## src/design/spms_pkg.sv

```systemverilog
// constants, field layouts and carrier types of the serial port block
package spms_pkg;

    localparam logic [7:0] OFS_CONTROL = 8'h00;
    localparam logic [7:0] OFS_STATUS = 8'h04;
    localparam logic [7:0] OFS_DATA = 8'h08;
    localparam logic [7:0] OFS_PIN_CONFIG = 8'h0C;

    // control register fields
    localparam int unsigned CTL_IRQ_EN = 7;
    localparam int unsigned CTL_PORT_EN = 6;
    localparam int unsigned CTL_BIT_ORDER = 5;
    localparam int unsigned CTL_MASTER = 4;
    localparam int unsigned CTL_CLOCK_IDLE_POLARITY = 3;
    localparam int unsigned CTL_CLOCK_SAMPLE_PHASE = 2;
    localparam int unsigned CTL_RATE_HI = 1;
    localparam int unsigned CTL_RATE_LO = 0;

    // status register fields
    localparam int unsigned STA_DONE = 7;
    localparam int unsigned STA_COLLIDE = 6;
    localparam int unsigned STA_DOUBLE = 0;

    // pin configuration fields: directions, idle output levels, global enable
    localparam int unsigned PIN_MOSI_DIR = 0;
    localparam int unsigned PIN_MISO_DIR = 1;
    localparam int unsigned PIN_SCK_DIR = 2;
    localparam int unsigned PIN_SS_DIR = 3;
    localparam int unsigned PIN_MOSI_VAL = 4;
    localparam int unsigned PIN_MISO_VAL = 5;
    localparam int unsigned PIN_SCK_VAL = 6;
    localparam int unsigned PIN_SS_VAL = 7;
    localparam int unsigned PIN_GLOBAL_IRQ = 8;

    localparam logic [7:0] CONTROL_RESET = 8'h00;
    localparam logic [8:0] PIN_CONFIG_RESET = 9'h000;
    localparam logic [7:0] DATA_RESET = 8'h00;

    localparam logic [1:0] RESP_OKAY = 2'h0;
    localparam logic [1:0] RESP_SLVERR = 2'h2;

    // half periods of the master serial clock, in system clocks
    localparam logic [6:0] HALF_DIV2 = 7'h01;
    localparam logic [6:0] HALF_DIV4 = 7'h02;
    localparam logic [6:0] HALF_DIV8 = 7'h04;
    localparam logic [6:0] HALF_DIV16 = 7'h08;
    localparam logic [6:0] HALF_DIV32 = 7'h10;
    localparam logic [6:0] HALF_DIV64 = 7'h20;
    localparam logic [6:0] HALF_DIV128 = 7'h40;

    localparam logic [3:0] LAST_EDGE = 4'hF;
    localparam logic [3:0] LAST_BIT = 4'h7;

    typedef enum logic [1:0] {
        MS_IDLE = 2'b01,
        MS_SHIFT = 2'b10
    } spms_mstate_t;

    typedef struct packed {
        logic mosi;
        logic miso;
        logic sck;
        logic ss_n;
    } spms_pins_in_t;

    typedef struct packed {
        logic mosi;
        logic mosi_oe;
        logic miso;
        logic miso_oe;
        logic sck;
        logic sck_oe;
        logic ss_n;
        logic ss_n_oe;
    } spms_pins_out_t;

    function automatic logic [6:0] half_period(input logic dbl, input logic [1:0] rate);
        logic [6:0] h;
        h = HALF_DIV4;
        case ({dbl, rate})
            3'h0: h = HALF_DIV4;
            3'h1: h = HALF_DIV16;
            3'h2: h = HALF_DIV64;
            3'h3: h = HALF_DIV128;
            3'h4: h = HALF_DIV2;
            3'h5: h = HALF_DIV8;
            3'h6: h = HALF_DIV32;
            default: h = HALF_DIV64;
        endcase
        return h;
    endfunction

    function automatic logic out_pos(input logic lsb_first, input logic [7:0] v);
        return lsb_first ? v[0] : v[7];
    endfunction

endpackage

```

## src/design/spms_port.sv

```systemverilog
// byte-wide serial port, master or slave, with an AXI4-Lite register slave
`timescale 1ns/1ns
module spms_port (
    input wire logic clk_in,
    input wire logic reset_n_in,
    input wire logic [7:0] s_axi_awaddr_in,
    input wire logic s_axi_awvalid_in,
    output logic s_axi_awready_out,
    input wire logic [31:0] s_axi_wdata_in,
    input wire logic [3:0] s_axi_wstrb_in,
    input wire logic s_axi_wvalid_in,
    output logic s_axi_wready_out,
    output logic [1:0] s_axi_bresp_out,
    output logic s_axi_bvalid_out,
    input wire logic s_axi_bready_in,
    input wire logic [7:0] s_axi_araddr_in,
    input wire logic s_axi_arvalid_in,
    output logic s_axi_arready_out,
    output logic [31:0] s_axi_rdata_out,
    output logic [1:0] s_axi_rresp_out,
    output logic s_axi_rvalid_out,
    input wire logic s_axi_rready_in,
    input wire spms_pkg::spms_pins_in_t pins_in,
    output spms_pkg::spms_pins_out_t pins_out,
    input wire logic irq_ack_in,
    output logic irq_out
);
    import spms_pkg::*;

    logic [7:0] control;
    logic [8:0] pin_config;
    logic double_rate;
    logic transfer_done_flag;
    logic write_collision_flag;
    logic arm_done;
    logic arm_collide;
    logic [7:0] rx_buf;
    logic [7:0] shift_reg;
    logic out_bit;
    logic sck_level;
    logic sck_prev;
    logic [6:0] half_cnt;
    logic [6:0] m_half;
    logic [3:0] edge_idx;
    logic [3:0] bit_cnt;
    spms_mstate_t mstate;
    logic [7:0] aw_addr;
    logic [31:0] w_data;
    logic [3:0] w_strb;
    spms_pins_out_t next_pins;

    logic port_en;
    logic master;
    logic lsb_first;
    logic clock_idle_polarity;
    logic clock_sample_phase;
    logic wr_exec;
    logic rd_exec;
    logic wr_ctrl;
    logic wr_stat;
    logic wr_data;
    logic wr_pins;
    logic rd_stat;
    logic rd_data;
    logic data_access;
    logic busy;
    logic mode_fault;
    logic slave_active;
    logic m_tick;
    logic s_edge;
    logic lead;
    logic trail;
    logic sample_ev;
    logic setup_ev;
    logic in_bit;
    logic [7:0] shifted;
    logic done_ev;
    logic start_ev;
    logic collide_ev;

    assign port_en = control[CTL_PORT_EN];
    assign master = control[CTL_MASTER];
    assign lsb_first = control[CTL_BIT_ORDER];
    assign clock_idle_polarity = control[CTL_CLOCK_IDLE_POLARITY];
    assign clock_sample_phase = control[CTL_CLOCK_SAMPLE_PHASE];

    // a write runs once address and data are both held and no response is pending
    assign wr_exec = !s_axi_awready_out && !s_axi_wready_out && !s_axi_bvalid_out;
    assign rd_exec = s_axi_arvalid_in && s_axi_arready_out;
    assign wr_ctrl = wr_exec && aw_addr == OFS_CONTROL && w_strb[0];
    assign wr_stat = wr_exec && aw_addr == OFS_STATUS && w_strb[0];
    assign wr_data = wr_exec && aw_addr == OFS_DATA && w_strb[0];
    assign wr_pins = wr_exec && aw_addr == OFS_PIN_CONFIG;
    assign rd_stat = rd_exec && s_axi_araddr_in == OFS_STATUS;
    assign rd_data = rd_exec && s_axi_araddr_in == OFS_DATA;
    assign data_access = wr_data || rd_data;

    assign busy = mstate == MS_SHIFT || bit_cnt != 4'h0;
    // another master pulled our select input low
    assign mode_fault = port_en && master && !pin_config[PIN_SS_DIR]
        && !pins_in.ss_n;
    assign slave_active = port_en && !master && !pins_in.ss_n;

    assign m_tick = mstate == MS_SHIFT && half_cnt == 7'h00;
    assign s_edge = slave_active && pins_in.sck != sck_prev;
    // leading edge leaves the idle level, trailing edge returns to it
    always_comb begin
        if (master) begin
            lead = m_tick && !edge_idx[0];
            trail = m_tick && edge_idx[0];
        end else begin
            lead = s_edge && pins_in.sck != clock_idle_polarity;
            trail = s_edge && pins_in.sck == clock_idle_polarity;
        end
    end
    assign sample_ev = clock_sample_phase ? trail : lead;
    assign setup_ev = clock_sample_phase ? lead : trail;
    assign in_bit = master ? pins_in.miso : pins_in.mosi;
    assign shifted = lsb_first ? {in_bit, shift_reg[7:1]} : {shift_reg[6:0], in_bit};
    // master ends after the sixteenth edge, slave on its eighth sample
    assign done_ev = master ? (m_tick && edge_idx == LAST_EDGE)
        : (sample_ev && bit_cnt == LAST_BIT);
    assign start_ev = wr_data && !busy && port_en;
    assign collide_ev = wr_data && busy;

    // write channel acceptance
    always_ff @(posedge clk_in) begin
        if (!reset_n_in) begin
            s_axi_awready_out <= 1'b1;
            s_axi_wready_out <= 1'b1;
            s_axi_bvalid_out <= 1'b0;
            s_axi_bresp_out <= RESP_OKAY;
            aw_addr <= 8'h00;
            w_data <= 32'h0000_0000;
            w_strb <= 4'h0;
        end else begin
            if (s_axi_awvalid_in && s_axi_awready_out) begin
                s_axi_awready_out <= 1'b0;
                aw_addr <= s_axi_awaddr_in;
            end
            if (s_axi_wvalid_in && s_axi_wready_out) begin
                s_axi_wready_out <= 1'b0;
                w_data <= s_axi_wdata_in;
                w_strb <= s_axi_wstrb_in;
            end
            if (wr_exec) begin
                s_axi_bvalid_out <= 1'b1;
                if (aw_addr == OFS_CONTROL || aw_addr == OFS_STATUS
                    || aw_addr == OFS_DATA || aw_addr == OFS_PIN_CONFIG) begin
                    s_axi_bresp_out <= RESP_OKAY;
                end else begin
                    s_axi_bresp_out <= RESP_SLVERR;
                end
            end
            if (s_axi_bvalid_out && s_axi_bready_in) begin
                s_axi_bvalid_out <= 1'b0;
                s_axi_awready_out <= 1'b1;
                s_axi_wready_out <= 1'b1;
            end
        end
    end

    // read channel: data one cycle after the address is taken
    always_ff @(posedge clk_in) begin
        if (!reset_n_in) begin
            s_axi_arready_out <= 1'b1;
            s_axi_rvalid_out <= 1'b0;
            s_axi_rdata_out <= 32'h0000_0000;
            s_axi_rresp_out <= RESP_OKAY;
        end else begin
            if (rd_exec) begin
                s_axi_arready_out <= 1'b0;
                s_axi_rvalid_out <= 1'b1;
                s_axi_rresp_out <= RESP_OKAY;
                if (s_axi_araddr_in == OFS_CONTROL) begin
                    s_axi_rdata_out <= {24'h00_0000, control};
                end else if (s_axi_araddr_in == OFS_STATUS) begin
                    // reserved bits read zero
                    s_axi_rdata_out <= {24'h00_0000, transfer_done_flag,
                        write_collision_flag, 5'h00, double_rate};
                end else if (s_axi_araddr_in == OFS_DATA) begin
                    s_axi_rdata_out <= {24'h00_0000, rx_buf};
                end else if (s_axi_araddr_in == OFS_PIN_CONFIG) begin
                    s_axi_rdata_out <= {23'h00_0000, pin_config};
                end else begin
                    s_axi_rdata_out <= 32'h0000_0000;
                    s_axi_rresp_out <= RESP_SLVERR;
                end
            end
            if (s_axi_rvalid_out && s_axi_rready_in) begin
                s_axi_rvalid_out <= 1'b0;
                s_axi_arready_out <= 1'b1;
            end
        end
    end

    // software settings; hardware fault outranks a same-cycle write
    always_ff @(posedge clk_in) begin
        if (!reset_n_in) begin
            control <= CONTROL_RESET;
            pin_config <= PIN_CONFIG_RESET;
            double_rate <= 1'b0;
        end else begin
            if (wr_ctrl) begin
                control <= w_data[7:0];
            end
            if (mode_fault) begin
                control[CTL_MASTER] <= 1'b0;
            end
            if (wr_stat) begin
                double_rate <= w_data[STA_DOUBLE];
            end
            if (wr_pins && w_strb[0]) begin
                pin_config[7:0] <= w_data[7:0];
            end
            if (wr_pins && w_strb[1]) begin
                pin_config[PIN_GLOBAL_IRQ] <= w_data[PIN_GLOBAL_IRQ];
            end
        end
    end

    // sticky flags: a set in the same cycle beats any clear
    always_ff @(posedge clk_in) begin
        if (!reset_n_in) begin
            transfer_done_flag <= 1'b0;
            write_collision_flag <= 1'b0;
            arm_done <= 1'b0;
            arm_collide <= 1'b0;
        end else begin
            if (done_ev || mode_fault) begin
                transfer_done_flag <= 1'b1;
            end else if (irq_ack_in || (data_access && (arm_done || arm_collide))) begin
                transfer_done_flag <= 1'b0;
            end
            if (collide_ev) begin
                write_collision_flag <= 1'b1;
            end else if (data_access && arm_collide) begin
                write_collision_flag <= 1'b0;
            end
            if (data_access) begin
                arm_done <= 1'b0;
                arm_collide <= 1'b0;
            end else if (rd_stat) begin
                arm_done <= transfer_done_flag;
                arm_collide <= write_collision_flag;
            end
        end
    end

    // master clock generator
    always_ff @(posedge clk_in) begin
        if (!reset_n_in) begin
            mstate <= MS_IDLE;
            half_cnt <= 7'h00;
            m_half <= HALF_DIV4;
            edge_idx <= 4'h0;
            sck_level <= 1'b0;
        end else begin
            case (mstate)
                MS_IDLE: begin
                    sck_level <= clock_idle_polarity;
                    edge_idx <= 4'h0;
                    if (start_ev && master) begin
                        // rate latched so a mid-byte change cannot tear the clock
                        m_half <= half_period(double_rate, control[1:0]);
                        half_cnt <= half_period(double_rate, control[1:0]) - 7'h01;
                        mstate <= MS_SHIFT;
                    end
                end
                MS_SHIFT: begin
                    if (!port_en || !master || mode_fault) begin
                        mstate <= MS_IDLE;
                    end else if (m_tick) begin
                        sck_level <= !sck_level;
                        edge_idx <= edge_idx + 4'h1;
                        half_cnt <= m_half - 7'h01;
                        if (edge_idx == LAST_EDGE) begin
                            mstate <= MS_IDLE;
                        end
                    end else begin
                        half_cnt <= half_cnt - 7'h01;
                    end
                end
                default: mstate <= MS_IDLE;
            endcase
        end
    end

    // shift register, bit counter and receive buffer
    always_ff @(posedge clk_in) begin
        if (!reset_n_in) begin
            shift_reg <= DATA_RESET;
            rx_buf <= DATA_RESET;
            out_bit <= 1'b0;
            bit_cnt <= 4'h0;
            sck_prev <= 1'b0;
        end else begin
            sck_prev <= pins_in.sck;
            if (start_ev) begin
                shift_reg <= w_data[7:0];
                out_bit <= out_pos(lsb_first, w_data[7:0]);
            end else if (!port_en || mode_fault || (!master && pins_in.ss_n)) begin
                // deselect drops any partial byte
                bit_cnt <= 4'h0;
                out_bit <= out_pos(lsb_first, shift_reg);
            end else begin
                if (sample_ev) begin
                    shift_reg <= shifted;
                    bit_cnt <= (bit_cnt == LAST_BIT) ? 4'h0 : bit_cnt + 4'h1;
                end
                if (setup_ev) begin
                    out_bit <= out_pos(lsb_first, shift_reg);
                end
                if (done_ev) begin
                    // an unread byte is overwritten here
                    rx_buf <= sample_ev ? shifted : shift_reg;
                    if (master) begin
                        bit_cnt <= 4'h0;
                    end
                end
            end
        end
    end

    // pin directions and levels
    always_comb begin
        next_pins.mosi = pin_config[PIN_MOSI_VAL];
        next_pins.mosi_oe = pin_config[PIN_MOSI_DIR];
        next_pins.miso = pin_config[PIN_MISO_VAL];
        next_pins.miso_oe = pin_config[PIN_MISO_DIR];
        next_pins.sck = pin_config[PIN_SCK_VAL];
        next_pins.sck_oe = pin_config[PIN_SCK_DIR];
        next_pins.ss_n = pin_config[PIN_SS_VAL];
        next_pins.ss_n_oe = pin_config[PIN_SS_DIR];
        if (port_en && master && !mode_fault) begin
            next_pins.mosi = out_bit;
            next_pins.sck = sck_level;
            next_pins.miso_oe = 1'b0;
        end else if (port_en) begin
            // slave role: only slave-out may drive
            next_pins.mosi_oe = 1'b0;
            next_pins.sck_oe = 1'b0;
            next_pins.ss_n_oe = 1'b0;
            if (slave_active) begin
                next_pins.miso = out_bit;
            end
        end
    end

    always_ff @(posedge clk_in) begin
        if (!reset_n_in) begin
            pins_out <= '0;
            irq_out <= 1'b0;
        end else begin
            pins_out <= next_pins;
            irq_out <= transfer_done_flag && control[CTL_IRQ_EN]
                && pin_config[PIN_GLOBAL_IRQ];
        end
    end

    // checks
    logic [10:0] m_cycles;
    logic rd_was_status;

    always_ff @(posedge clk_in) begin
        if (!reset_n_in) begin
            m_cycles <= 11'h000;
            rd_was_status <= 1'b0;
        end else begin
            m_cycles <= (mstate == MS_SHIFT) ? m_cycles + 11'h001 : 11'h000;
            if (rd_exec) begin
                rd_was_status <= rd_stat;
            end
        end
    end
endmodule

```

## config.mk

```make
export PLATFORM = sky130hd
export DESIGN_NAME = spms_port
export DESIGN_NICKNAME = d
export VERILOG_FILES = /design/src/design/spms_pkg.sv /design/src/design/spms_port.sv
export SDC_FILE = /design/constraint.sdc
export NUM_CORES = 1
export LEC_CHECK = 0
export ABC_AREA = 1
export ABC_CLOCK_PERIOD_IN_PS = 5900
export BUFFER_PORTS_ARGS = -buffer_cell sky130_fd_sc_hd__buf_2
export CORE_UTILIZATION = 59
export CTS_BUF_LIST = sky130_fd_sc_hd__clkbuf_8 sky130_fd_sc_hd__clkbuf_16
export CTS_CLUSTER_SIZE = 24
export DETAILED_ROUTE_END_ITERATION = 16
export PLACE_DENSITY = 0.85
export REMOVE_ABC_BUFFERS = 1
export SYNTH_ARGS = -nofsm -noshare
export SYNTH_HDL_FRONTEND = slang
export SYNTH_SLANG_ARGS = --single-unit
```

## constraint.sdc

```tcl
create_clock -name clk_in -period 5.9 [get_ports clk_in]
set_input_delay 1.18 -clock clk_in [delete_from_list [all_inputs] [get_ports clk_in]]
set_output_delay 1.18 -clock clk_in [all_outputs]
set_load 0.02 [all_outputs]
```

==> reports/results.md <==
| Quantity | This run |
| --- | --- |
| CTS clk-pin slew, worst paths | 0.11 ns |
| Post-synth EDFFs | 0 |
| Critical path start-end classification | reg -> reg |
| Final critical-path share of the clock period | 47.0% |
| Post-cts resize count | 0 |
| Number of buffers inserted by hold repair at cts | 0 |
| Count of antenna diodes in the layout | 0 |
| Status | finished, final reports clean |
| Final nets | 908 |
| Crit-path max cell delay | 0.62 ns |
| Clock insertion delay at the later pin of the skew report | 0.38 ns |
| Pin count of the biggest net entering global routing | 71 |
| Met1 wire length | 5580 um |
| Sequential element share of the synthesized area | 39.2% |
| Die boundary height | 99.2 um |
| Number of distinct library cell variants in the gate-level netlist after synthesis | 42 |
| DP Worst Slack | 3.18 ns |
| Drt wl/cell | 13.4 um |
| Final Wtd Congestion | 0.878 |
| Shortest period the worst path allows | 2.77 ns |
| RSZ-0062 raised after global routing | no |
| Count of input and output buffers | 63 |
| GRT Total Usage | 26.7% |
| Number of flip-flops and latches in the synthesized netlist | 109 |
| Slowest-stage cell, CP | sky130_fd_sc_hd__ha_1 |
| DP Wirelength | 9400 um |
| Registers with the highest flip-flop counts | pin_config (9), s_axi_rdata_out (9), w_data (9) |
| Main area contributors after synthesis | sky130_fd_sc_hd__dfxtp_1 (39%), sky130_fd_sc_hd__nand2_1 (8.6%), sky130_fd_sc_hd__o21ai_0 (7.1%) |
| Crit path top cell by count | sky130_fd_sc_hd__nand2_1 |
| Detailed-router iteration count before antenna repair | 6 |
| Number of antenna violations at the first check in global routing | 0 |
| Die Span X | 99.2 um |
| Routed length on met2 | 6160 um |
| First-pass GRT wire length | 21200 um |
| Drt drc | 0 |
| Leakage power total | 2.61 nW |
| Post-detailed-routing wire length | 12800 um |
| Total congestion overflow | 0 |
| Highest achievable clock rate | 361 MHz |
| Area enclosed by the die boundary | 0.00984 mm2 |
| Final Worst Setup Slack | 3.13 ns |
| Number of cell rows | 35 |
| # H-tree levels | 3 |
| Number of global-route vias before repair | 4748 |
| Synthesized netlist cell count | 789 |
| Number of buffers created by CTS | 9 |
| Layout overhead on the synthesized area | 7.50% |
| Maximum fanout along the worst path | 21 |
| List of most frequent post-synthesis cells | sky130_fd_sc_hd__nand2_1 (127), sky130_fd_sc_hd__dfxtp_1 (109), sky130_fd_sc_hd__inv_1 (99) |
| Initial Utilization | 60.6% |
| Average vias per placed instance | 5.44 |
| Synthesis warning total | 0 |
| Fraction of layout instances using a drive strength above 1 | 14.2% |
| VDD IR max | 0.000155 V |
| Max transition margin | 51.1% |
| Syn Area/Cell | 7.06 um2 |
| Remaining antenna violation count after routing | 0 |
| Clk sink count | 109 |
| Power per unit of standard cell area | 270 mW/mm2 |
| Setup total negative slack | 0 ns |
| Synth top area share | 39.2% |
| CP Cell Sequence | inv_1 > ha_1 > inv_2 > nand4_1 > nor2_2 > nand2_1 > nand2_2 > inv_2 > nand2_4 > nand2_1 > nand2_1 > nor2_1 |
| IO Count | 114 |
| Critical path launch point type | flip-flop |
| CP Capture Type | flip-flop |
| Area of the mapped netlist | 0.00557 mm2 |
| Post-CTS setup repair buffer count | 0 |
| Fill cells | 836 |
| Area inside the core boundary | 0.00920 mm2 |
| Final count of negative-setup-slack endpoints | 0 |
| Fin. max-slew vios | 0 |
| Post-route worst hold slack | 0.439 ns |
| Uppermost metal layer occupied by signal nets | met4 |
| Post-placement cell count | 938 |
| Worst endpoint required time | 6.22 ns |
| Primary FF master, synth | sky130_fd_sc_hd__dfxtp_1 |
| TritonCTS clock tree | built |
| Count of non-filler cells in the finished layout | 954 |
| Clock skew after layout | 0.0108 ns |
| Share of synthesized flip-flops with an asynchronous set or reset | 0% |
| Max-cap check violation count | 0 |
| DR WL met3 | 841 um |
| Total vias in the final route | 5191 |
| Transition time of the tightest slew-check pin | 0.733 ns |
| Leading area contributor after synthesis | sky130_fd_sc_hd__dfxtp_1 |
| Cell with the most instances after synthesis | sky130_fd_sc_hd__nand2_1 |
| Clk Tree Root Cell | sky130_fd_sc_hd__clkbuf_8 |
| WP data arrival | 3.09 ns |
| Class of the most critical hold timing path | reg -> reg |
| Iteration-0 DRC count of the detailed router | 365 |
| Maximum root-to-sink buffer count | 2 |
| Number of hold-slack violations in the final timing report | 0 |
through the flow:
stage               total power, mW  util [%]  area [um2]
CTS                            1.63      65.1        5990
global placement               1.18      63.1        5800
finish                         1.62      65.1        5990
detailed placement             1.20      63.1        5800
floorplan                      1.10         -        5330
global route                   1.71      65.1        5990
cells in the final DEF, fill, tap and decap left out, drive strengths merged:
cell	synthesis	routed
o21a	2	2
nor4	2	2
o211ai	4	4
dfxtp	109	109
a21oi	60	60
conb	1	25
a31oi	13	13
or2	1	1
xnor2	1	1
clkinv	3	5
nand2	146	146
inv	102	106
xor2	2	2
nor3	14	14
nor2	89	89
o21ai	82	82
clkinvlp	0	1
nor3b	2	2
ha	6	6
nand3	81	81
a211oi	4	4
nand4	10	10
o221ai	2	2
buf	35	65
a21boi	2	2
clkbuf	16	9
final timing paths:
| path | start | end | slack [ns] | cells past startpoint |
|---|---|---|---|---|
| setup reg to reg | mstate[0] | rx_buf[7] | 3.13 | 12 |
| setup / recovery | mstate[0] | rx_buf[7] | 3.13 | 12 |
| hold / removal | pin_config[7] | pins_out[1] | 0.44 | 2 |
| hold reg to reg | pin_config[7] | pins_out[1] | 0.44 | 2 |
logic make-up (layout without fill, tap and decap cells):
group / Yosys count / after routing / synth area share [%]
buf+inv: 156 / 186 / 13.1
flops: 109 / 109 / 39.2
compound gates: 169 / 169 / 16.6
other cells: 1 / 25 / 0.0673
fa+ha+maj: 6 / 6 / 1.35
simple gates: 345 / 345 / 29.2
xor+xnor: 3 / 3 / 0.472
where the power goes:
group | total [mW] | leakage, nW | switching (mW) | internal [mW]
combinational | 0.359 | 1.63 | 0.244 | 0.116
sequential | 0.819 | 0.887 | 0.0385 | 0.781
clock | 0.439 | 0.0943 | 0.275 | 0.164
area by class of cell:
cell class              instances  area, um2  share of cell area [%]
flip-flops and latches        109       2180                    36.4
repair buffers                 65        330                    5.51
multi-input cells             548       2750                    45.9
inverters                     105        400                    6.68
well taps                     111        139                    2.32
clock buffers                   9        124                    2.07
clock inverters                 7       65.1                    1.09
worst max-delay path: cells and delay by family (launching register included):
family | cells | cell delay, ns
adder cells (fa/ha/maj) | 1 | 0.62
buffers and inverters | 3 | 0.59
flip-flops | 1 | 0.35
AND/OR/NAND/NOR | 8 | 1.14
routing by layer:
| metal | GRT usage, % | vias to the layer above |
|---|---|---|
| li1 | - | 2628 |
| met4 | 9.50 | 0 |
| met2 | 47.7 | 191 |
| met5 | 0 | - |
| met1 | 32.9 | 2352 |
| met3 | 4.01 | 20 |
No activity file was read; power rests on OpenSTA's default activity.
